==> src/shared/cgr_regs.svh <==
// register offsets, field positions, reset values and constants of the reference and divider block
`ifndef CGR_REGS_SVH
`define CGR_REGS_SVH

// ********
// register offsets
// ********
`define CGR_OFS_XTAL_DRIVE 8'h06
`define CGR_OFS_XTAL_LOAD 8'h07
`define CGR_OFS_REF_SELECT 8'h34
`define CGR_OFS_PLL0_SPREAD_CTRL 8'h60
`define CGR_OFS_PLL0_SPREAD_OFFSET 8'h61
`define CGR_OFS_PLL1_SPREAD_CTRL 8'h68
`define CGR_OFS_PLL1_SPREAD_OFFSET 8'h69
`define CGR_OFS_PRESCALE_BASE 8'h40
`define CGR_OFS_FEEDBACK_BASE 8'h48
`define CGR_OFS_POSTDIV_BASE 8'h50
`define CGR_OFS_BANK1_SOURCE 8'h5a

// ********
// field positions
// ********
`define CGR_PRIMARY_BIT 0
`define CGR_POLICY_LSB 1
`define CGR_POLICY_MSB 2
`define CGR_DRIVE_MSB 1
`define CGR_ADJUST_LSB 4
`define CGR_ADJUST_MSB 7
`define CGR_NHIGH_MSB 3
`define CGR_SPREAD_CTRL_MSB 3
`define CGR_SPREAD_OFS_MSB 5
`define CGR_QHIGH_MSB 1
`define CGR_PM_LSB 2
`define CGR_PM_MSB 3
`define CGR_SRC_LSB 4
`define CGR_SRC_MSB 5

// ********
// reset values
// ********
`define CGR_RST_XTAL_DRIVE 8'h03
`define CGR_RST_DEFAULT 8'h00

// ********
// codes and constants
// ********
`define CGR_PM_OFF 2'h0
`define CGR_PM_DIV1 2'h1
`define CGR_PM_DIV2 2'h2
`define CGR_PM_QDIV 2'h3
`define CGR_MFC_MODE2 2'h2
`define CGR_LOAD_BASE_EIGHTHS 9'h01c
`define CGR_FRAC_BITS 6
`define CGR_QDIV_OFFSET 11'h002

`endif

==> src/shared/cgr_pkg.sv <==
// types shared by the reference selection and divider block
package cgr_pkg;

    // per-PLL state as seen by the analog side
    typedef struct packed {
        logic powered;
        logic vco_min;
        logic [19:0] ratio_q6;
    } cgr_pll_status_t;

    // decoded post-divider setting of one bank
    typedef struct packed {
        logic [1:0] mode;
        logic [9:0] q;
        logic [1:0] source;
    } cgr_bank_cfg_t;

endpackage : cgr_pkg

==> src/verilog/cgr_prescale.sv <==
// integer pre-scaler dividing the selected reference by a programmable count
`timescale 1ns/10ps
module cgr_prescale #(
    parameter int D_WIDTH = 8
) (
    input wire logic clock_i,
    input wire logic sys_rst_i,
    input wire logic ref_level_i,
    input wire logic [D_WIDTH-1:0] divide_i,
    output logic pfd_tick_o,
    output logic powered_o
);

    generate
        if (D_WIDTH < 1) begin : g_bad_width
            $error("cgr_prescale: D_WIDTH must be at least 1");
        end
    endgenerate

    logic ref_prev_reg;
    logic ref_prev_next;
    logic [D_WIDTH-1:0] count_reg;
    logic [D_WIDTH-1:0] count_next;
    logic tick_reg;
    logic tick_next;
    logic powered_reg;
    logic powered_next;

    always_comb begin
        ref_prev_next = ref_level_i;
        count_next = count_reg;
        tick_next = 1'b0;
        powered_next = (divide_i != '0);
        if (divide_i == '0) begin
            count_next = '0;
        end else if (ref_level_i && !ref_prev_reg) begin
            if (count_reg >= divide_i - 1'b1) begin
                count_next = '0;
                tick_next = 1'b1;
            end else begin
                count_next = count_reg + 1'b1;
            end
        end
    end

    always_ff @(posedge clock_i) begin
        if (sys_rst_i) begin
            ref_prev_reg <= 1'b0;
            count_reg <= '0;
            tick_reg <= 1'b0;
            powered_reg <= 1'b0;
        end else begin
            ref_prev_reg <= ref_prev_next;
            count_reg <= count_next;
            tick_reg <= tick_next;
            powered_reg <= powered_next;
        end
    end

    assign pfd_tick_o = tick_reg;
    assign powered_o = powered_reg;

endmodule : cgr_prescale

==> src/verilog/cgr_postdiv.sv <==
// post-divider of one output bank followed by the fixed divide-by-two stage
`timescale 1ns/10ps
`include "cgr_regs.svh"
module cgr_postdiv #(
    parameter int Q_WIDTH = 10
) (
    input wire logic clock_i,
    input wire logic sys_rst_i,
    input wire logic vco_tick_i,
    input wire logic powered_i,
    input wire logic [1:0] mode_i,
    input wire logic [Q_WIDTH-1:0] q_i,
    output logic bank_clk_o,
    output logic running_o
);

    generate
        if (Q_WIDTH < 1) begin : g_bad_width
            $error("cgr_postdiv: Q_WIDTH must be at least 1");
        end
    endgenerate

    logic [Q_WIDTH:0] ratio;
    logic [Q_WIDTH:0] count_reg;
    logic [Q_WIDTH:0] count_next;
    logic half_reg;
    logic half_next;
    logic run_reg;
    logic run_next;

    // total divide value of the programmable stage
    always_comb begin
        unique case (mode_i)
            `CGR_PM_OFF: ratio = (Q_WIDTH+1)'(1);
            `CGR_PM_DIV1: ratio = (Q_WIDTH+1)'(1);
            `CGR_PM_DIV2: ratio = (Q_WIDTH+1)'(2);
            `CGR_PM_QDIV: ratio = {1'b0, q_i} + (Q_WIDTH+1)'(`CGR_QDIV_OFFSET);
        endcase
    end

    always_comb begin
        count_next = count_reg;
        half_next = half_reg;
        run_next = powered_i && (mode_i != `CGR_PM_OFF);
        if (!powered_i || mode_i == `CGR_PM_OFF) begin
            // unpowered or switched-off bank stays quiet with its counter cleared
            count_next = '0;
            half_next = 1'b0;
        end else if (vco_tick_i) begin
            if (count_reg >= ratio - 1'b1) begin
                count_next = '0;
                half_next = !half_reg;
            end else begin
                count_next = count_reg + 1'b1;
            end
        end
    end

    always_ff @(posedge clock_i) begin
        if (sys_rst_i) begin
            count_reg <= '0;
            half_reg <= 1'b0;
            run_reg <= 1'b0;
        end else begin
            count_reg <= count_next;
            half_reg <= half_next;
            run_reg <= run_next;
        end
    end

    assign bank_clk_o = half_reg;
    assign running_o = run_reg;

endmodule : cgr_postdiv

==> src/verilog/cgr_ref_pll_cfg.sv <==
// reference selection, configuration registers and divider control of the three-PLL clock generator
`timescale 1ns/10ps
`include "cgr_regs.svh"
module cgr_ref_pll_cfg #(
    parameter int NUM_PLLS = 3,
    parameter int NUM_DIV_BANKS = 5
) (
    input wire logic clock_i,
    input wire logic sys_rst_i,
    input wire logic cfg_wr_i,
    input wire logic cfg_rd_i,
    input wire logic [7:0] cfg_addr_i,
    input wire logic [7:0] cfg_wdata_i,
    output logic [7:0] cfg_rdata_o,
    output logic cfg_rvalid_o,
    input wire logic crystal_reference_input_i,
    input wire logic second_reference_input_i,
    input wire logic multipurpose_input_five_i,
    input wire logic [1:0] manual_frequency_control_i,
    input wire logic [NUM_PLLS-1:0] vco_tick_i,
    output logic selected_ref_o,
    output logic ref_is_secondary_o,
    output logic [NUM_PLLS-1:0] pfd_tick_o,
    output cgr_pkg::cgr_pll_status_t [NUM_PLLS-1:0] pll_status_o,
    output logic [8:0] crystal_load_eighths_o,
    output logic [1:0] crystal_drive_strength_o,
    output logic [1:0] switchover_policy_o,
    output logic [NUM_DIV_BANKS:0] bank_clk_o,
    output logic [NUM_DIV_BANKS:0] bank_powered_o
);

    // ********
    // elaboration checks
    // ********
    generate
        if (NUM_PLLS != 3) begin : g_bad_plls
            $error("cgr_ref_pll_cfg: register map serves exactly three PLLs");
        end
        if (NUM_DIV_BANKS != 5) begin : g_bad_banks
            $error("cgr_ref_pll_cfg: register map serves exactly five divided banks");
        end
    endgenerate

    // ********
    // register storage indices
    // ********
    localparam int IDX_DRIVE = 0;
    localparam int IDX_LOAD = 1;
    localparam int IDX_REFSEL = 2;
    localparam int IDX_SS0_CTRL = 3;
    localparam int IDX_SS0_OFS = 4;
    localparam int IDX_SS1_CTRL = 5;
    localparam int IDX_SS1_OFS = 6;
    localparam int IDX_PRE = 7;
    localparam int IDX_FB = IDX_PRE + NUM_PLLS;
    localparam int IDX_POST = IDX_FB + 2 * NUM_PLLS;
    localparam int IDX_BANK1 = IDX_POST + 2 * NUM_DIV_BANKS;
    localparam int REG_COUNT = IDX_BANK1 + 1;

    logic [7:0] cfg_reg [REG_COUNT];
    logic [7:0] cfg_next [REG_COUNT];
    logic [7:0] rdata_reg;
    logic [7:0] rdata_next;
    logic rvalid_reg;
    logic rvalid_next;
    logic hit;
    logic [4:0] hit_idx;

    // ********
    // address decode
    // ********
    function automatic logic [5:0] decode_addr(input logic [7:0] addr);
        logic [7:0] rel;
        rel = 8'h00;
        if (addr == `CGR_OFS_XTAL_DRIVE) begin
            return {1'b1, 5'(IDX_DRIVE)};
        end else if (addr == `CGR_OFS_XTAL_LOAD) begin
            return {1'b1, 5'(IDX_LOAD)};
        end else if (addr == `CGR_OFS_REF_SELECT) begin
            return {1'b1, 5'(IDX_REFSEL)};
        end else if (addr == `CGR_OFS_PLL0_SPREAD_CTRL) begin
            return {1'b1, 5'(IDX_SS0_CTRL)};
        end else if (addr == `CGR_OFS_PLL0_SPREAD_OFFSET) begin
            return {1'b1, 5'(IDX_SS0_OFS)};
        end else if (addr == `CGR_OFS_PLL1_SPREAD_CTRL) begin
            return {1'b1, 5'(IDX_SS1_CTRL)};
        end else if (addr == `CGR_OFS_PLL1_SPREAD_OFFSET) begin
            return {1'b1, 5'(IDX_SS1_OFS)};
        end else if (addr == `CGR_OFS_BANK1_SOURCE) begin
            return {1'b1, 5'(IDX_BANK1)};
        end else if (addr >= `CGR_OFS_PRESCALE_BASE && addr < `CGR_OFS_PRESCALE_BASE + 8'(NUM_PLLS)) begin
            rel = addr - `CGR_OFS_PRESCALE_BASE;
            return {1'b1, 5'(IDX_PRE) + rel[4:0]};
        end else if (addr >= `CGR_OFS_FEEDBACK_BASE && addr < `CGR_OFS_FEEDBACK_BASE + 8'(2 * NUM_PLLS)) begin
            rel = addr - `CGR_OFS_FEEDBACK_BASE;
            return {1'b1, 5'(IDX_FB) + rel[4:0]};
        end else if (addr >= `CGR_OFS_POSTDIV_BASE && addr < `CGR_OFS_POSTDIV_BASE + 8'(2 * NUM_DIV_BANKS)) begin
            rel = addr - `CGR_OFS_POSTDIV_BASE;
            return {1'b1, 5'(IDX_POST) + rel[4:0]};
        end
        return 6'h00;
    endfunction : decode_addr

    assign {hit, hit_idx} = decode_addr(cfg_addr_i);

    // ********
    // register file
    // ********
    always_comb begin
        for (int i = 0; i < REG_COUNT; i++) begin
            cfg_next[i] = cfg_reg[i];
        end
        rdata_next = 8'h00;
        rvalid_next = cfg_rd_i;
        if (cfg_wr_i && hit) begin
            cfg_next[hit_idx] = cfg_wdata_i;
        end
        if (cfg_rd_i && hit) begin
            rdata_next = cfg_reg[hit_idx];
        end
    end

    always_ff @(posedge clock_i) begin
        if (sys_rst_i) begin
            for (int i = 0; i < REG_COUNT; i++) begin
                cfg_reg[i] <= (i == IDX_DRIVE) ? `CGR_RST_XTAL_DRIVE : `CGR_RST_DEFAULT;
            end
            rdata_reg <= 8'h00;
            rvalid_reg <= 1'b0;
        end else begin
            for (int i = 0; i < REG_COUNT; i++) begin
                cfg_reg[i] <= cfg_next[i];
            end
            rdata_reg <= rdata_next;
            rvalid_reg <= rvalid_next;
        end
    end

    // ********
    // reference selection
    // ********
    logic primary_source_bit;
    logic primary_ref;
    logic secondary_ref;
    logic use_secondary;
    logic sel_ref_reg;
    logic sel_ref_next;
    logic sec_reg;
    logic sec_next;

    assign primary_source_bit = cfg_reg[IDX_REFSEL][`CGR_PRIMARY_BIT];

    always_comb begin
        primary_ref = primary_source_bit ? second_reference_input_i : crystal_reference_input_i;
        secondary_ref = primary_source_bit ? crystal_reference_input_i : second_reference_input_i;
        use_secondary = multipurpose_input_five_i;
        if (manual_frequency_control_i == `CGR_MFC_MODE2) begin
            use_secondary = 1'b0;
        end
        sec_next = use_secondary;
        sel_ref_next = use_secondary ? secondary_ref : primary_ref;
    end

    always_ff @(posedge clock_i) begin
        if (sys_rst_i) begin
            sel_ref_reg <= 1'b0;
            sec_reg <= 1'b0;
        end else begin
            sel_ref_reg <= sel_ref_next;
            sec_reg <= sec_next;
        end
    end

    // ********
    // crystal and policy settings
    // ********
    logic [8:0] load_reg;
    logic [8:0] load_next;
    logic [1:0] drive_reg;
    logic [1:0] drive_next;
    logic [1:0] policy_reg;
    logic [1:0] policy_next;

    always_comb begin
        load_next = `CGR_LOAD_BASE_EIGHTHS + {1'b0, cfg_reg[IDX_LOAD]};
        drive_next = cfg_reg[IDX_DRIVE][`CGR_DRIVE_MSB:0];
        policy_next = cfg_reg[IDX_REFSEL][`CGR_POLICY_MSB:`CGR_POLICY_LSB];
    end

    always_ff @(posedge clock_i) begin
        if (sys_rst_i) begin
            load_reg <= `CGR_LOAD_BASE_EIGHTHS;
            drive_reg <= 2'(`CGR_RST_XTAL_DRIVE);
            policy_reg <= 2'h0;
        end else begin
            load_reg <= load_next;
            drive_reg <= drive_next;
            policy_reg <= policy_next;
        end
    end

    // ********
    // feedback ratio and PLL state
    // ********
    cgr_pkg::cgr_pll_status_t [NUM_PLLS-1:0] status_reg;
    cgr_pkg::cgr_pll_status_t [NUM_PLLS-1:0] status_next;
    logic [NUM_PLLS-1:0] pll_powered;

    always_comb begin
        logic [11:0] n;
        logic [3:0] a;
        logic [13:0] integer_part;
        logic [5:0] frac;
        logic spread_on;
        n = 12'h000;
        a = 4'h0;
        integer_part = 14'h0000;
        frac = 6'h00;
        spread_on = 1'b0;
        for (int p = 0; p < NUM_PLLS; p++) begin
            n = {cfg_reg[IDX_FB + 2 * p + 1][`CGR_NHIGH_MSB:0], cfg_reg[IDX_FB + 2 * p]};
            a = cfg_reg[IDX_FB + 2 * p + 1][`CGR_ADJUST_MSB:`CGR_ADJUST_LSB];
            if (p == 0) begin
                spread_on = cfg_reg[IDX_SS0_CTRL][`CGR_SPREAD_CTRL_MSB:0] != 4'h0;
                frac = cfg_reg[IDX_SS0_OFS][`CGR_SPREAD_OFS_MSB:0];
            end else begin
                spread_on = cfg_reg[IDX_SS1_CTRL][`CGR_SPREAD_CTRL_MSB:0] != 4'h0;
                frac = cfg_reg[IDX_SS1_OFS][`CGR_SPREAD_OFS_MSB:0];
            end
            // adjust code zero cancels the +1 term
            integer_part = {1'b0, n, 1'b0} + ((a == 4'h0) ? 14'h0000 : 14'({a} + 5'h01));
            if (p < 2) begin
                status_next[p].ratio_q6 = {integer_part, spread_on ? frac : 6'h00};
            end else begin
                status_next[p].ratio_q6 = {2'h0, n, 6'h00};
            end
            status_next[p].vco_min = (n == 12'h000);
            status_next[p].powered = (cfg_reg[IDX_PRE + p] != 8'h00);
        end
    end

    always_ff @(posedge clock_i) begin
        if (sys_rst_i) begin
            status_reg <= '0;
        end else begin
            status_reg <= status_next;
        end
    end

    // ********
    // pre-scalers
    // ********
    generate
        for (genvar p = 0; p < NUM_PLLS; p++) begin : g_pre
            cgr_prescale #(
                .D_WIDTH(8)
            ) u_prescale (
                .clock_i(clock_i),
                .sys_rst_i(sys_rst_i),
                .ref_level_i(sel_ref_reg),
                .divide_i(cfg_reg[IDX_PRE + p]),
                .pfd_tick_o(pfd_tick_o[p]),
                .powered_o(pll_powered[p])
            );
        end
    endgenerate

    // ********
    // output banks
    // ********
    cgr_pkg::cgr_bank_cfg_t [NUM_DIV_BANKS-1:0] bank_cfg;
    logic [NUM_DIV_BANKS:0] bank_src_powered;
    logic [NUM_DIV_BANKS:0] bank_src_tick;
    logic [1:0] bank1_src;
    logic bank1_clk_reg;
    logic bank1_clk_next;
    logic [NUM_DIV_BANKS:0] bank_pwr_reg;
    logic [NUM_DIV_BANKS:0] bank_pwr_next;

    always_comb begin
        logic [1:0] src;
        src = 2'h0;
        bank1_src = cfg_reg[IDX_BANK1][1:0];
        bank_src_powered[0] = (bank1_src < 2'(NUM_PLLS)) && pll_powered[bank1_src];
        bank_src_tick[0] = (bank1_src < 2'(NUM_PLLS)) && vco_tick_i[bank1_src];
        for (int b = 0; b < NUM_DIV_BANKS; b++) begin
            bank_cfg[b].q = {cfg_reg[IDX_POST + 2 * b + 1][`CGR_QHIGH_MSB:0], cfg_reg[IDX_POST + 2 * b]};
            bank_cfg[b].mode = cfg_reg[IDX_POST + 2 * b + 1][`CGR_PM_MSB:`CGR_PM_LSB];
            bank_cfg[b].source = cfg_reg[IDX_POST + 2 * b + 1][`CGR_SRC_MSB:`CGR_SRC_LSB];
            src = bank_cfg[b].source;
            bank_src_powered[b + 1] = (src < 2'(NUM_PLLS)) && pll_powered[src];
            bank_src_tick[b + 1] = (src < 2'(NUM_PLLS)) && vco_tick_i[src];
        end
        // first bank follows its PLL directly
        bank1_clk_next = bank_src_powered[0] && bank_src_tick[0];
        bank_pwr_next = bank_src_powered;
    end

    always_ff @(posedge clock_i) begin
        if (sys_rst_i) begin
            bank1_clk_reg <= 1'b0;
            bank_pwr_reg <= '0;
        end else begin
            bank1_clk_reg <= bank1_clk_next;
            bank_pwr_reg <= bank_pwr_next;
        end
    end

    generate
        for (genvar b = 0; b < NUM_DIV_BANKS; b++) begin : g_post
            cgr_postdiv #(
                .Q_WIDTH(10)
            ) u_postdiv (
                .clock_i(clock_i),
                .sys_rst_i(sys_rst_i),
                .vco_tick_i(bank_src_tick[b + 1]),
                .powered_i(bank_src_powered[b + 1]),
                .mode_i(bank_cfg[b].mode),
                .q_i(bank_cfg[b].q),
                .bank_clk_o(bank_clk_o[b + 1]),
                .running_o()
            );
        end
    endgenerate

    // ********
    // outputs
    // ********
    assign cfg_rdata_o = rdata_reg;
    assign cfg_rvalid_o = rvalid_reg;
    assign selected_ref_o = sel_ref_reg;
    assign ref_is_secondary_o = sec_reg;
    assign pll_status_o = status_reg;
    assign crystal_load_eighths_o = load_reg;
    assign crystal_drive_strength_o = drive_reg;
    assign switchover_policy_o = policy_reg;
    assign bank_clk_o[0] = bank1_clk_reg;
    assign bank_powered_o = bank_pwr_reg;

endmodule : cgr_ref_pll_cfg

==> config.mk <==
export PLATFORM = sky130hd
export DESIGN_NAME = cgr_ref_pll_cfg
export DESIGN_NICKNAME = d
export VERILOG_FILES = /design/src/shared/cgr_pkg.sv /design/src/verilog/cgr_prescale.sv /design/src/verilog/cgr_postdiv.sv /design/src/verilog/cgr_ref_pll_cfg.sv
export VERILOG_INCLUDE_DIRS = /design/src /design/src/shared
export SDC_FILE = /design/constraint.sdc
export NUM_CORES = 1
export LEC_CHECK = 0
export BUFFER_PORTS_ARGS = -buffer_cell sky130_fd_sc_hd__clkbuf_2
export CELL_PAD_IN_SITES_DETAIL_PLACEMENT = 2
export CELL_PAD_IN_SITES_GLOBAL_PLACEMENT = 2
export CORE_MARGIN = 2
export CORE_UTILIZATION = 38
export DETAILED_ROUTE_END_ITERATION = 10
export PLACE_DENSITY_LB_ADDON = 0.1
export REMOVE_ABC_BUFFERS = 1
export SKIP_CTS_REPAIR_TIMING = 1
export SLEW_MARGIN = 25
export SYNTH_ARGS = -nofsm -noshare
export SYNTH_HDL_FRONTEND = slang
export SYNTH_SLANG_ARGS = --single-unit
==> constraint.sdc <==
create_clock -name clock_i -period 5 [get_ports clock_i]
set_input_delay 1 -clock clock_i [delete_from_list [all_inputs] [get_ports clock_i]]
set_output_delay 1 -clock clock_i [all_outputs]
set_load 0.02 [all_outputs]
==> metrics.txt <==
Worst-Margin Slew 1130 ps; final cell count without fillers 3267; # fillers 6002; Placed Instances 3175; Distinct cells, synth 75; Max Slew Vio Count 0; Post-Synth XOR/XNOR Area 0.0650; share of power burned in registers 0.422; Highest Clock Rate 0.241 GHz; Iter 0 DRT Violations 856; Final Net Count 2630; Syn Inst Count 2401; Comb power frac 0.040; Largest register FFs 216; Switch Pwr 0.00174 W; Seq/Total Area, Yosys 0.370; Req. time, crit path 5520 ps; top cells by count, synth dfxtp_1 (393), nor2_1 (247), nand2_1 (218); Max-Cap Viols 0; # DRC 0; status finished, final reports clean; setup TNS 0 ps; count of input and output buffers 124; placed wire-length estimate 50900 um; relative slew slack 0.246; global-route usage over all layers 0.253; Clock Sinks 393; CP max FO 11; CP Capture Type flop; kind of critical path flop to flop; post-synthesis compound-gate area fraction 0.120; GPL Wtd Cong 0.791; final setup margin 843 ps; Cell Area, Synth 21300 um^2; first-pass GRT wire length 114000 um; largest family of logic cells by synthesized area simple AND/OR/NAND/NOR gates; hold crit path type flop to flop; clk_skew 16.2 ps; Async S/R FF share, synth 0; simple-gate share of the synthesized area 0.206; critical path arrival 4680 ps; most common flop cell mapped by yosys dfxtp_1; vias post-DR 18400; largest net degree at the start of global routing 94; Adder-Cell Fraction of Synth Area 0.0736; Overall Power 0.00745 W; post-synthesis sequential element count 393; Clock Tree Buf Depth 3; share of the synthesized area in the top cell type 0.370; switch share 0.233; VDD IR max 0.000239 V; Final setup viols 0; Pwr Density 305 nW/um^2; Post-synth EDFFs 0; Leak 9.24 nW; Pint 0.00571 W; global route overflow 0; Multi-input gate area 12600 um^2; Post-Route WL 73000 um; Final period util 0.831; RSZ-0062 raised after global routing no; Die H 241 um; dpl ws 277 ps; Antenna diodes 0; Period minus WS final 4160 ps; Die Wd 241 um; vias per inst 5.62; Startpoint Class flop; Row Count 86; wire per inst 22.4 um; clock slew at reported path FFs 60 ps; initial core utilization 0.385; cell taking the most area after synthesis dfxtp_1; yosys synthesis warning count 0; first-pass detailed-route iteration total 5; mux contribution to synthesized area 0.126; area grow syn2layout 14.8%; antenna-violating nets left 0; ratio of cells with drive above 1 in the final layout 0.133; clock network power share 0.538; CTS tree built; # H-tree levels 2; top-count cell post-synth dfxtp_1; die area 57900 um^2; largest cells by area after synthesis dfxtp_1 (37%), mux2i_1 (7.8%), ha_1 (7.2%), mux4_2 (4.4%), nor2_1 (4.4%); final hold viol count 0; synthesized area per cell 8.86 um^2; core box area 55200 um^2; Reg area 7870 um^2; vias in the first global route 19700; Root Buffer clkbuf_16; I/O pin count 133; worst skew pair latency 600 ps; Num CTS Buffers 49; initial antenna violation count 2; WHS 472 ps
worst paths after layout:
path	startpoint	to	slack, ps	depth (start not counted)
setup / recovery	cfg_reg[20][1]	g_post[2].u_postdiv.bank_clk_o	840	18
hold / removal	cfg_reg[2][6]	cfg_reg[2][6]	470	2
setup reg to reg	cfg_reg[20][1]	g_post[2].u_postdiv.bank_clk_o	840	18
hold reg to reg	cfg_reg[2][6]	cfg_reg[2][6]	470	2
critical path, stage by stage (launching register included):
cell	delay, ps
dfxtp_1	380
ha_1	300
xnor2_1	320
inv_1	100
nor3_1	140
o21ai_0	120
nor2_1	200
nand2_1	120
nor2_1	200
mux2i_1	210
a32oi_1	120
ha_1	320
and4_1	180
a31oi_1	80
a21boi_0	220
o21ai_0	110
a21boi_0	260
o21a_1	470
mux2i_1	230
per-stage QoR:
stage / util / cell area [um^2]
after global placement: 0.409 / 22600
after detailed placement: 0.409 / 22600
final: 0.442 / 24400
after floorplan: - / 20700
after global routing: 0.442 / 24400
after CTS: 0.442 / 24400
kinds of logic after synthesis:
| kind of cell | count (synthesis) |
|---|---|
| flops | 393 |
| buf+inv | 197 |
| mux | 215 |
| simple gates | 884 |
| fa+ha+maj | 124 |
| compound gates | 429 |
| other cells | 1 |
| xor+xnor | 158 |
cell type report:
| class | count | area share |
|---|---|---|
| Clock buffer | 61 | 0.0555 |
| Clock inverter | 31 | 0.0193 |
| Inverter | 53 | 0.00815 |
| Multi-Input combinational cell | 1818 | 0.517 |
| Sequential cell | 393 | 0.322 |
| Tap cell | 748 | 0.0383 |
| Timing Repair Buffer | 163 | 0.0395 |
layer usage:
layer,routed length [um],vias up,GRT usage
li1,-,8616,-
met1,33800,9309,0.335
met2,34000,314,0.420
met3,2870,124,0.0365
met4,2370,4,0.0881
met5,22,-,0
power groups by stage:
stage               clock network (W)  registers [W]  logic, W
floorplan                           0        0.00322  0.000118
global placement                    0        0.00321  0.000286
detailed placement                  0        0.00321  0.000292
CTS                           0.00411        0.00314  0.000295
global route                  0.00423        0.00314  0.000314
finish                        0.00401        0.00315  0.000295
placed cells by master, fill, tap and decap left out, types with 33 or more instances in the layout:
cell type  synthesis  final
inv_1             53     53
mux4_2            42     42
buf_4             20     36
clkbuf_16          0     51
nand4_1           33     33
nor2_1           247    247
xnor2_1           85     85
o21ai_0          129    129
nor3_1            73     73
nand2_1          218    217
clkbuf_2           0    121
nor2b_1           54     53
dfxtp_1          393    393
ha_1             122    122
xor2_1            73     73
a21oi_1          155    154
mux2i_1          166    166
nand3_1           87     87
Note: power is estimated with default switching activity, not from simulation.
